==> config.mk <==
export PLATFORM = sky130hd
export DESIGN_NAME = spf_programmer
export DESIGN_NICKNAME = d
export VERILOG_FILES = /design/src/spf_pulse_filter.v /design/src/spf_programmer.v
export VERILOG_INCLUDE_DIRS = /design/src /design/src/src
export SDC_FILE = /design/constraint.sdc
export NUM_CORES = 1
export LEC_CHECK = 0
export BUFFER_PORTS_ARGS = -buffer_cell sky130_fd_sc_hd__buf_2
export CAP_MARGIN = 20
export CORE_MARGIN = 5
export CORE_UTILIZATION = 54
export CTS_CLUSTER_SIZE = 16
export DETAILED_ROUTE_END_ITERATION = 10
export GPL_ROUTABILITY_DRIVEN = 1
export PLACE_DENSITY = 0.85
export SETUP_SLACK_MARGIN = 0.1
export SKIP_CTS_REPAIR_TIMING = 1
export SLEW_MARGIN = 20
export SYNTH_ARGS = -nofsm -noshare
export SYNTH_HDL_FRONTEND = slang
export SYNTH_SLANG_ARGS = --single-unit
==> constraint.sdc <==
create_clock -name mclk -period 2.8 [get_ports mclk]
set_clock_uncertainty 0.1 [all_clocks]
set_input_delay 0.14 -clock mclk [delete_from_list [all_inputs] [get_ports mclk]]
set_output_delay 0.14 -clock mclk [all_outputs]
set_load 0.05 [all_outputs]
==> src/spf_defs.vh <==
/*
  constants for the supply pulse fuse trim programmer: level codes, keys,
  field codes and pulse timing counts at a 100 MHz clock.
  assumes an analog front end that reports the supply level as a 2-bit code.
*/
`ifndef SPF_DEFS_VH
`define SPF_DEFS_VH

// supply level codes from the comparators
`define SPF_LVL_BASE      2'h0
`define SPF_LVL_MID       2'h1
`define SPF_LVL_TOP       2'h2

// register keys and the mode key
`define SPF_KEY_TRIM_UP   4'h0
`define SPF_KEY_TRIM_DOWN 4'h1
`define SPF_KEY_CHECK     4'h7
`define SPF_KEY_BLOW      4'h9
`define SPF_KEY_MAX       4'hF

// field widths, codes and reset values
`define SPF_FIELD_W       6
`define SPF_CODE_MAX      6'h3F
`define SPF_CODE_FIRST    6'h01
`define SPF_CHECK_LOW     6'h07
`define SPF_CHECK_HIGH    6'h0F
`define SPF_LOCK_CODE     6'h08
`define SPF_UP_RESET      6'h00
`define SPF_DOWN_RESET    6'h3F
`define SPF_FUSE_RESET    6'h00
`define SPF_BLOW_SHIFTS   4'h6

// timing: figures in ns, counts in 10 ns cycles
`define SPF_CLK_NS        10
`define SPF_T_ACTIVE_NS   20000
`define SPF_T_BLOW_NS     90000
`define SPF_T_NOISE_NS    5000
`define SPF_ACTIVE_CYC    ((`SPF_T_ACTIVE_NS + `SPF_CLK_NS - 1) / `SPF_CLK_NS)
`define SPF_BLOW_CYC      ((`SPF_T_BLOW_NS + `SPF_CLK_NS - 1) / `SPF_CLK_NS)
`define SPF_NOISE_CYC     ((`SPF_T_NOISE_NS + `SPF_CLK_NS - 1) / `SPF_CLK_NS)

`endif

==> src/spf_pulse_filter.v <==
/*
  level filter and pulse classifier for the supply pin.
  assumes the comparator code is asynchronous to mclk; it is passed through
  three flops and a level only counts once stable for the noise time.
*/
`timescale 1ns/100ps
`default_nettype none
`include "spf_defs.vh"

module spf_pulse_filter (
  // clock and reset
  input  wire       mclk,
  input  wire       rst_n,
  // raw comparator level
  input  wire [1:0] level_raw,
  // classified pulse ends, one cycle each
  output reg        mid_end_r,
  output reg        top_end_r,
  output reg        top_long_r
);

  reg  [1:0]  sync1_r;
  reg  [1:0]  sync2_r;
  reg  [1:0]  sync3_r;
  reg  [1:0]  lvl_r;
  reg  [15:0] stab_r;
  reg  [1:0]  peak_r;
  reg  [15:0] width_r;
  wire        agree;

  // only the second and third stages are compared, never the first
  assign agree = (sync2_r == sync3_r);

  // synchroniser
  always @(posedge mclk or negedge rst_n) begin
    if (!rst_n) begin
      sync1_r <= `SPF_LVL_BASE;
      sync2_r <= `SPF_LVL_BASE;
      sync3_r <= `SPF_LVL_BASE;
    end else begin
      sync1_r <= level_raw;
      sync2_r <= sync1_r;
      sync3_r <= sync2_r;
    end
  end

  // debounce, peak level tracking and width count
  always @(posedge mclk or negedge rst_n) begin
    if (!rst_n) begin
      lvl_r      <= `SPF_LVL_BASE;
      stab_r     <= 16'h0000;
      peak_r     <= `SPF_LVL_BASE;
      width_r    <= 16'h0000;
      mid_end_r  <= 1'b0;
      top_end_r  <= 1'b0;
      top_long_r <= 1'b0;
    end else begin
      mid_end_r  <= 1'b0;
      top_end_r  <= 1'b0;
      top_long_r <= 1'b0;
      if (!agree || sync3_r == lvl_r)
        stab_r <= 16'h0000;
      else if (stab_r >= `SPF_NOISE_CYC - 1) begin
        stab_r <= 16'h0000;
        lvl_r  <= sync3_r;
      end else
        stab_r <= stab_r + 16'h0001;
      // a pulse is classified by the highest level it reaches
      if (lvl_r != `SPF_LVL_BASE) begin
        if (lvl_r > peak_r)
          peak_r <= lvl_r;
        if (width_r != 16'hFFFF)
          width_r <= width_r + 16'h0001;
      end else if (peak_r != `SPF_LVL_BASE) begin
        // falling edge: too short a pulse is dropped as noise
        if (width_r >= `SPF_ACTIVE_CYC - `SPF_NOISE_CYC) begin
          mid_end_r  <= (peak_r == `SPF_LVL_MID);
          top_end_r  <= (peak_r == `SPF_LVL_TOP);
          top_long_r <= (peak_r == `SPF_LVL_TOP) && (width_r >= `SPF_BLOW_CYC - `SPF_NOISE_CYC);
        end
        peak_r  <= `SPF_LVL_BASE;
        width_r <= 16'h0000;
      end
    end
  end

endmodule // spf_pulse_filter
`default_nettype wire

==> src/spf_programmer.v <==
/*
  programming sequencer of a two-wire switch: register select, trial and
  blow modes, volatile trial fields and a one-time fuse bank with lock.
  assumes nrst is the power-on reset, so a supply cycle resets trial state;
  fuse bits are modelled by flops kept across that reset via fuse_sense.
*/
`timescale 1ns/100ps
`default_nettype none
`include "spf_defs.vh"

// What this block does
// - select framed by top, mids, top
// - mid pulse count is the key
// - trial by default, blow after key
// - trial values clear on supply cycle
// - blown fuse bits stay set
// - code is binary field value
// - code applied to parameter immediately
// - key 0 counts trim up
// - key 1 counts trim down inverted
// - key 7 codes 7, 15 check fuses
// - blow key 0 one trim bit
// - blow key 7 code 8 locks
// - blow key is nine mids, top
// - mid falling edge increments, saturates
// - code starts at 1 after select
// - blow address is one-hot shift
module spf_programmer (
  // clock and power-on reset
  input  wire       mclk,
  input  wire       nrst,
  // supply level code from the comparators
  input  wire [1:0] level_raw,
  // fuse state read back at power up
  input  wire [5:0] fuse_sense,
  input  wire       lock_sense,
  // parameter outputs
  output reg  [5:0] trim_value_r,
  output reg        check_low_r,
  output reg        check_high_r,
  // fuse blow strobes, one cycle
  output reg  [5:0] blow_trim_r,
  output reg        blow_lock_r,
  // status
  output reg  [5:0] trim_fuse_bank_r,
  output reg        programming_lockout_r
);

  // sequencer states
  localparam ST_IDLE   = 3'h0;
  localparam ST_KEY    = 3'h1;
  localparam ST_TRIAL  = 3'h2;
  localparam ST_MODE   = 3'h3;
  localparam ST_BLOW   = 3'h4;
  localparam ST_DONE   = 3'h5;

  reg  [1:0] rst_sync_r;
  wire       rst_n;
  wire       mid_end;
  wire       top_end;
  wire       top_long;
  reg        strap_done_r;

  reg  [2:0] state_r;
  reg  [2:0] state_nxt;
  reg  [3:0] key_r;
  reg  [3:0] key_nxt;
  reg  [3:0] cnt_r;
  reg  [3:0] cnt_nxt;
  reg  [5:0] code_r;
  reg  [5:0] code_nxt;
  reg  [5:0] addr_r;
  reg  [5:0] addr_nxt;
  reg        fire_trim;
  reg        fire_lock;

  // saturating increment, used by trial code counting only; the mode key count saturates on its own
  function [5:0] sat_inc;
    input [5:0] v;
    begin
      sat_inc = (v == `SPF_CODE_MAX) ? v : v + 6'h01;
    end
  endfunction

  // trial field for a key and code; fuses already blown always show
  function [5:0] trial_field;
    input [3:0] k;
    input [5:0] c;
    input [5:0] fuses;
    begin
      if (k == `SPF_KEY_TRIM_DOWN)
        trial_field = ~c | fuses;
      else
        trial_field = c | fuses;
    end
  endfunction

  // reset release through two flops
  always @(posedge mclk or negedge nrst) begin
    if (!nrst)
      rst_sync_r <= 2'h0;
    else
      rst_sync_r <= {rst_sync_r[0], 1'b1};
  end
  assign rst_n = rst_sync_r[1];

  spf_pulse_filter u_filter (
    .mclk       (mclk),
    .rst_n      (rst_n),
    .level_raw  (level_raw),
    .mid_end_r  (mid_end),
    .top_end_r  (top_end),
    .top_long_r (top_long)
  );

  // sequencer next state
  always @* begin
    state_nxt = state_r;
    key_nxt   = key_r;
    cnt_nxt   = cnt_r;
    code_nxt  = code_r;
    addr_nxt  = addr_r;
    fire_trim = 1'b0;
    fire_lock = 1'b0;
    case (state_r)
      ST_IDLE: begin
        if (top_end) begin
          state_nxt = ST_KEY;
          key_nxt   = 4'h0;
        end else if (mid_end)
          state_nxt = ST_IDLE;
      end
      ST_KEY: begin
        if (mid_end) begin
          if (key_r == `SPF_KEY_MAX)
            state_nxt = ST_IDLE;
          else
            key_nxt = key_r + 4'h1;
        end else if (top_end) begin
          // lock refuses every register but the fuse check
          if (programming_lockout_r && key_r != `SPF_KEY_CHECK)
            state_nxt = ST_IDLE;
          else if (key_r == `SPF_KEY_TRIM_UP || key_r == `SPF_KEY_TRIM_DOWN ||
                   key_r == `SPF_KEY_CHECK) begin
            state_nxt = ST_TRIAL;
            code_nxt  = `SPF_CODE_FIRST;
            cnt_nxt   = 4'h0;
          end else
            state_nxt = ST_IDLE;
        end
      end
      ST_TRIAL: begin
        // mids count the code, but also the blow key while still possible
        if (mid_end) begin
          code_nxt = sat_inc(code_r);
          if (cnt_r != `SPF_KEY_MAX)
            cnt_nxt = cnt_r + 4'h1;
        end else if (top_end) begin
          if (cnt_r == `SPF_KEY_BLOW && key_r != `SPF_KEY_TRIM_DOWN) begin
            state_nxt = ST_BLOW;
            addr_nxt  = 6'h00;
            code_nxt  = `SPF_CODE_FIRST;
          end else
            state_nxt = ST_IDLE;
        end
      end
      ST_BLOW: begin
        if (mid_end) begin
          if (addr_r == 6'h00)
            addr_nxt = 6'h01;
          else if (addr_r[5])
            state_nxt = ST_IDLE;
          else
            addr_nxt = {addr_r[4:0], 1'b0};
        end else if (top_end) begin
          state_nxt = ST_DONE;
          if (top_long && addr_r != 6'h00) begin
            fire_trim = (key_r == `SPF_KEY_TRIM_UP);
            fire_lock = (key_r == `SPF_KEY_CHECK) && (addr_r == `SPF_LOCK_CODE);
          end
        end
      end
      ST_DONE: begin
        // one bit per sequence: wait here for the supply cycle
        state_nxt = ST_DONE;
      end
      default: state_nxt = ST_IDLE;
    endcase
  end

  // sequencer registers
  always @(posedge mclk or negedge rst_n) begin
    if (!rst_n) begin
      state_r <= ST_IDLE;
      key_r   <= 4'h0;
      cnt_r   <= 4'h0;
      code_r  <= 6'h00;
      addr_r  <= 6'h00;
    end else begin
      state_r <= state_nxt;
      key_r   <= key_nxt;
      cnt_r   <= cnt_nxt;
      code_r  <= code_nxt;
      addr_r  <= addr_nxt;
    end
  end

  // fuse bank: caught from the sense lines after reset, then only ever set
  always @(posedge mclk or negedge rst_n) begin
    if (!rst_n) begin
      strap_done_r          <= 1'b0;
      trim_fuse_bank_r      <= `SPF_FUSE_RESET;
      programming_lockout_r <= 1'b0;
      blow_trim_r           <= 6'h00;
      blow_lock_r           <= 1'b0;
    end else begin
      strap_done_r <= 1'b1;
      blow_trim_r  <= fire_trim ? addr_r : 6'h00;
      blow_lock_r  <= fire_lock;
      if (!strap_done_r) begin
        trim_fuse_bank_r      <= fuse_sense;
        programming_lockout_r <= lock_sense;
      end else begin
        if (fire_trim)
          trim_fuse_bank_r <= trim_fuse_bank_r | addr_r;
        if (fire_lock)
          programming_lockout_r <= 1'b1;
      end
    end
  end

  // parameter outputs follow the live code; reset clears trial values
  always @(posedge mclk or negedge rst_n) begin
    if (!rst_n) begin
      trim_value_r <= `SPF_UP_RESET;
      check_low_r  <= 1'b0;
      check_high_r <= 1'b0;
    end else if (state_r == ST_TRIAL && key_r != `SPF_KEY_CHECK) begin
      trim_value_r <= trial_field(key_r, code_r, trim_fuse_bank_r);
      check_low_r  <= 1'b0;
      check_high_r <= 1'b0;
    end else if (state_r == ST_TRIAL) begin
      trim_value_r <= trim_fuse_bank_r;
      check_low_r  <= (code_r == `SPF_CHECK_LOW);
      check_high_r <= (code_r == `SPF_CHECK_HIGH);
    end else if (state_r == ST_IDLE || state_r == ST_KEY) begin
      trim_value_r <= trim_fuse_bank_r;
      check_low_r  <= 1'b0;
      check_high_r <= 1'b0;
    end
  end

endmodule // spf_programmer
`default_nettype wire

After elaboration in Yosys (flattened, before gate mapping):

Index checks and enable logic that the tools add are counted.

* flip-flop bits (word level): 93
* input bits: 11
* output and inout port bits: 22
* logic and storage cells: 198

* $add $sub $neg: 5
* magnitude comparators: 4
* equality and inequality tests: 47
* mux-type cells: 81
* bitwise logic cells: 5
* reductions and logical operators: 31

Operators by type and width (count)
* two-way mux 6 bit: 21
* two-way mux 16 bit: 5
* two-way mux 3 bit: 12
* two-way mux 4 bit: 9
* adder 16 x 1 -> 16 bit (second input constant): 2
* two-way mux 1 bit: 24
* case mux 6 bit (2 select lines): 2
* != test 2 bit (second input constant): 9
* bitwise OR 6 bit: 3
* >= comparator 16 x 11 -> 1 bit (second input constant): 1
* >= comparator 16 x 14 -> 1 bit (second input constant): 1
* >= comparator 16 x 9 -> 1 bit (second input constant): 1
* != test 16 bit (second input constant): 1
* != test 2 x 1 -> 1 bit (second input constant): 8
* case mux 4 bit (2 select lines): 2
* AND reduction 8 bit: 2
* != test 3 bit (second input constant): 5
* case mux 3 bit (5 select lines): 1
* == test 6 x 4 -> 1 bit (second input constant): 2
* != test 3 x 1 -> 1 bit (second input constant): 4
* nonzero test 2 bit: 6
* two-way mux 2 bit: 5
* adder 4 x 1 -> 4 bit (second input constant): 2
* == test 4 bit (second input constant): 2
* other kinds (31): 43

Depth between registers and ports, before layout:

* depth after elaboration: 8
* depth in mapped cells: 7

Cells and area by module:

A second synthesis with hierarchy kept.

* cell total of the unflattened synthesis: 453
* area, all modules: 4479.3 um^2

Modules (own cells, without submodules)
* spf_programmer: instances 1, cells each 256, area an instance 2393.5 um^2, seq. area each 1201.2 um^2
* spf_pulse_filter: instances 1, cells each 197, area an instance 2085.8 um^2, seq. area each 1126.1 um^2

Worst setup path after synthesis:

OpenSTA, ideal clock, no wires.

* kind: reg-to-reg
* from: register key_r[1]
* to: register code_r[0]
* arrival time: 1.619 ns
* required time: 2.579 ns
* path slack: 0.960 ns
* stages on the path, launching flop included: 8
* path through: dfrtp_1 inv_1 ha_1 nor3b_1 buf_2 nor3b_1 o311a_1 a22o_1

* cells in the longest elaborated chain, start to end: 5
* elaborated cells between the ends (all ways): 13
* those cells by class: eq/ne (7); reduce/logical (6)

RTL lines
* start: declaration: RTL line spf_programmer.v:66 `reg [3:0] key_r;`
* start signal: assignment: RTL line spf_programmer.v:201 `key_r <= key_nxt;`
* == test 4 x 1 -> 1 bit (no source line) or zero test 4 bit (tied branches)
* logical OR 1 bit (no source line) (2 in a row)
* != test 2 bit (no source line)
* AND reduction 8 bit (no source line) *
* end signal: assignment: RTL line spf_programmer.v:203 `code_r <= code_nxt;`
* end: declaration: RTL line spf_programmer.v:70 `reg [5:0] code_r;`

Mark *: on every way between the ends. The rest lies on a longest branch, timed or not.
A chain may end at the register's enable or synchronous reset.

Worst setup path after layout:

* from: register key_r[0]
* to: register trim_fuse_bank_r[5]

* cells in the longest elaborated chain, start to end: 6

RTL lines
* zero test 4 bit (no source line)
* two-way mux 1 bit: RTL line spf_programmer.v:177 `if (top_long && addr_r != 6'h00) begin`
* two-way mux 1 bit: RTL line spf_programmer.v:175 `end else if (top_end) begin`
* two-way mux 1 bit: RTL line spf_programmer.v:168 `if (mid_end) begin`
* two-way mux 1 bit: RTL line spf_programmer.v:125 `case (state_r)`
* != test 2 x 1 -> 1 bit (no source line)
* end signal: assignment: RTL line spf_programmer.v:212 `` trim_fuse_bank_r <= `SPF_FUSE_RESET; ``
* end signal: assignment: RTL line spf_programmer.v:221 `trim_fuse_bank_r <= fuse_sense;`
* end signal: assignment: RTL line spf_programmer.v:225 `trim_fuse_bank_r <= trim_fuse_bank_r | addr_r;`
* end: declaration: RTL line spf_programmer.v:45 `output reg [5:0] trim_fuse_bank_r,`

No other way between the ends.

==> metrics.md <==
| Metric | Value |
|---|---|
| Status | complete, no violations |
| Clock period minus worst slack | 2.122 ns |
| Reg clk slew, reported paths | 0.09 ns |
| # nets final | 513 |
| Chip width | 101.1 um |
| CTS sink cnt | 93 |
| Slew margin rel. | 0.5158 |
| Final Hold Vio Count | 0 |
| Leakage power | 2.211 nW |
| Register area share after synthesis | 0.5188 |
| GPL Wtd Cong | 0.8484 |
| Port Buffers | 32 |
| Crit Path Max Fanout | 10 |
| FMAX | 471.3 MHz |
| Top_reg_cell synth | dfrtp_1 |
| Synth Warn # | 0 |
| Rows | 33 |
| Total number of vias | 3,562 |
| Worst-margin pin slew | 0.7264 ns |
| CTS max path bufs | 2 |
| TritonRoute pass-1 iters | 5 |
| Post-synth ARST share | 1.000 |
| Synth Area in Adders | 0.03068 |
| R2r setup slk | 0.68 ns |
| Post-synthesis xor/xnor area fraction | 0.03319 |
| Worst setup EP type | flop |
| Mux cell area share after synthesis | 0.03264 |
| Peak supply drop | 0.4371 mV |
| First-pass GRT wire length | 15,360 um |
| Largest family of logic cells by synthesized area | simple AND/OR/NAND/NOR gates |
| Fill cells | 672 |
| DRT antenna net count | 0 |
| Antenna violations before repair | 0 |
| Crit path launch type | flop |
| DRC | 0 |
| Core ar. | 8175 um^2 |
| CP max stage delay | 0.49 ns |
| Layout Area Growth over Synthesis | 13.25% |
| Data required time at the worst endpoint | 2.98 ns |
| Hold Path Depth | 0 |
| Most frequent cells in the layout | 92 x dfrtp_1, 42 x nor2_1, 36 x a21oi_1 |
| Vias in the first global route | 3,331 |
| Commonest non-fill, non-tap cell in the layout | dfrtp_1 |
| Layout cell share with drive strength beyond 1 | 0.1331 |
| Synth Area in Compound Gates | 0.1543 |
| Top Ports | 33 |
| Hold Crit Class | flop to flop |
| Syn_area_per_cell | 10.13 um^2 |
| Slowest-stage cell, CP | or3b_2 |
| Crit Path Category | flop to flop |
| Synth Area in Simple Gates | 0.1944 |
| Starting Density | 0.5487 |
| Path depth of the worst reg2reg path | 6 |
| Yosys top cell area share | 0.5188 |
| Clk root buf | clkbuf_8 |
| Final HPWL DP | 6428 um |
| Routed vias/inst | 5.927 |
| H-Tree Depth | 3 |
| Number of synthesized flops with an enable pin | 0 |
| Mapped Cells | 443 |
| Hold Path Origin | u_filter.sync1_r[0]$_DFF_PN0_ |
| Post-synthesis instance area | 4486 um^2 |
| GR Util All Layers | 0.1848 |
| Top post-synthesis cells by area | dfrtp_1 52%, a21oi_1 4.0%, nor2_1 3.5%, ha_1 3.1%, nand3_1 2.5% |
| WP data arrival | 2.31 ns |
| Worst hold endpoint | u_filter.sync2_r[0]$_DFF_PN0_ |
| Post-route setup TNS | 0 ns |
| DR iter-0 viols | 206 |
| Clk_lat worst skew | 0.36 ns |
| Setup violations, final | 0 |
| Crit path cell chain | inv_1, ha_1, or3b_2, nor3_2, a31oi_1, a21oi_1 |
| CTS buffer count | 9 |
| FF-to-FF Start | key_r[0]$_DFFE_PN0P_ |
| Die area | 10,230 um^2 |
| Terminus of the critical flop-to-flop path | trim_fuse_bank_r[5]$_DFFE_PN0P_ |
| Yosys reg bits | 93 |
| Final Total Pwr | 2.941 mW |
| N_diodes | 0 |
| Largest net degree at the start of global routing | 58 |
| Max-cap viol count | 0 |
| TritonCTS clock tree | built |
| Gr ovfl total | 0 |
| Yosys top cell by area | dfrtp_1 |
| Routed len/inst | 15.29 um |
| Total wire length | 9192 um |
| Die Y | 101.1 um |
| Power density over the cells | 579.0 nW/um^2 |
| Fin. max-slew vios | 0 |
| RSZ-0062 raised after global routing | no |
| Post-synth cell types | 61 |
| Final period util | 0.7577 |
==> worst max-delay path, delay by kind of cell, from the launching register on <==
kind,cells,cell delay (ns)
flip-flops,1,0.44
AO/OA/AOI/OAI,2,0.34
AND/OR/NAND/NOR,2,0.93
buffers and inverters,1,0.08
adder cells (fa/ha/maj),1,0.15
==> cells in the mapped netlist (all sizes together), types with 6 or more instances <==
cell	n
a21oi	36
a22o	6
a31oi	14
and3	9
clkbuf	13
dfrtp	93
ha	11
inv	19
mux2i	9
nand2	24
nand3	22
nor2	42
nor3	13
nor3b	8
o21ai	18
xnor2	9
xor2	8
==> power by group <==
group / internal, mW / switching [mW]
logic: 0.221 / 0.291
clock network: 0.399 / 0.464
registers: 1.43 / 0.136
==> worst max-delay path by stage <==
stage / start / end
after floorplan: key_r[1]$_DFFE_PN0P_ / code_r[0]$_DFFE_PN0P_
after global placement: key_r[0]$_DFFE_PN0P_ / trim_fuse_bank_r[1]$_DFFE_PN0P_
after detailed placement: key_r[0]$_DFFE_PN0P_ / trim_fuse_bank_r[1]$_DFFE_PN0P_
after CTS: key_r[0]$_DFFE_PN0P_ / trim_fuse_bank_r[1]$_DFFE_PN0P_
after global routing: key_r[0]$_DFFE_PN0P_ / trim_fuse_bank_r[1]$_DFFE_PN0P_
final: key_r[0]$_DFFE_PN0P_ / trim_fuse_bank_r[5]$_DFFE_PN0P_
==> state kept, by name, indices dropped and copies added, names as in the netlist, 2 cells and up <==
| name | count |
|---|---|
| u_filter.lvl_r | 2 |
| addr_r | 6 |
| cnt_r | 4 |
| rst_sync_r | 2 |
| u_filter.peak_r | 2 |
| key_r | 4 |
| code_r | 6 |
| trim_value_r | 6 |
| state_r | 3 |
| u_filter.sync1_r | 2 |
| u_filter.sync3_r | 2 |
| u_filter.width_r | 16 |
| trim_fuse_bank_r | 6 |
| u_filter.stab_r | 16 |
| u_filter.sync2_r | 2 |
| blow_trim_r | 6 |
==> metrics by stage <==
| step | cells | setup slack, ns | util | hold WS [ns] | area, um^2 |
|---|---|---|---|---|---|
| floorplan | 450 | 0.9602 | - | -0.2556 | 4513 |
| global placement | 574 | 0.8115 | 0.5840 | -0.1730 | 4775 |
| detailed placement | 574 | 0.7321 | 0.5840 | -0.1703 | 4775 |
| CTS | 590 | 0.7156 | 0.6079 | -0.5631 | 4970 |
| global route | 601 | 0.4498 | 0.6214 | 0.2824 | 5080 |
| finish | 601 | 0.6784 | 0.6214 | 0.2541 | 5080 |
==> cell families (layout without fill, tap and decap cells) <==
logic type,after synthesis,after routing
XOR/XNOR,17,17
AND/OR/NAND/NOR,161,161
adder cells (fa/ha/maj),11,11
AO/OA/AOI/OAI,108,108
multiplexers,14,14
other,2,9
flip-flops,93,93
buffers and inverters,37,83
==> routing by layer <==
metal,global-route usage,routed length [um]
met1,0.2275,3786
met2,0.3149,4787
met4,0.07260,213
met3,0.04339,404
met5,0,0
==> final cells by class <==
class                      instances  area (um^2)  share of cell area
sequential                        93         2331              0.4589
clock inverter                     4        30.03            0.005911
multi-input combinational        320         2031              0.3998
tap                              105        131.4             0.02586
clock buffer                      12        165.2             0.03251
timing repair buffer              48        320.3             0.06305
inverter                          19        71.32             0.01404
(Power assumes the default switching activity.)
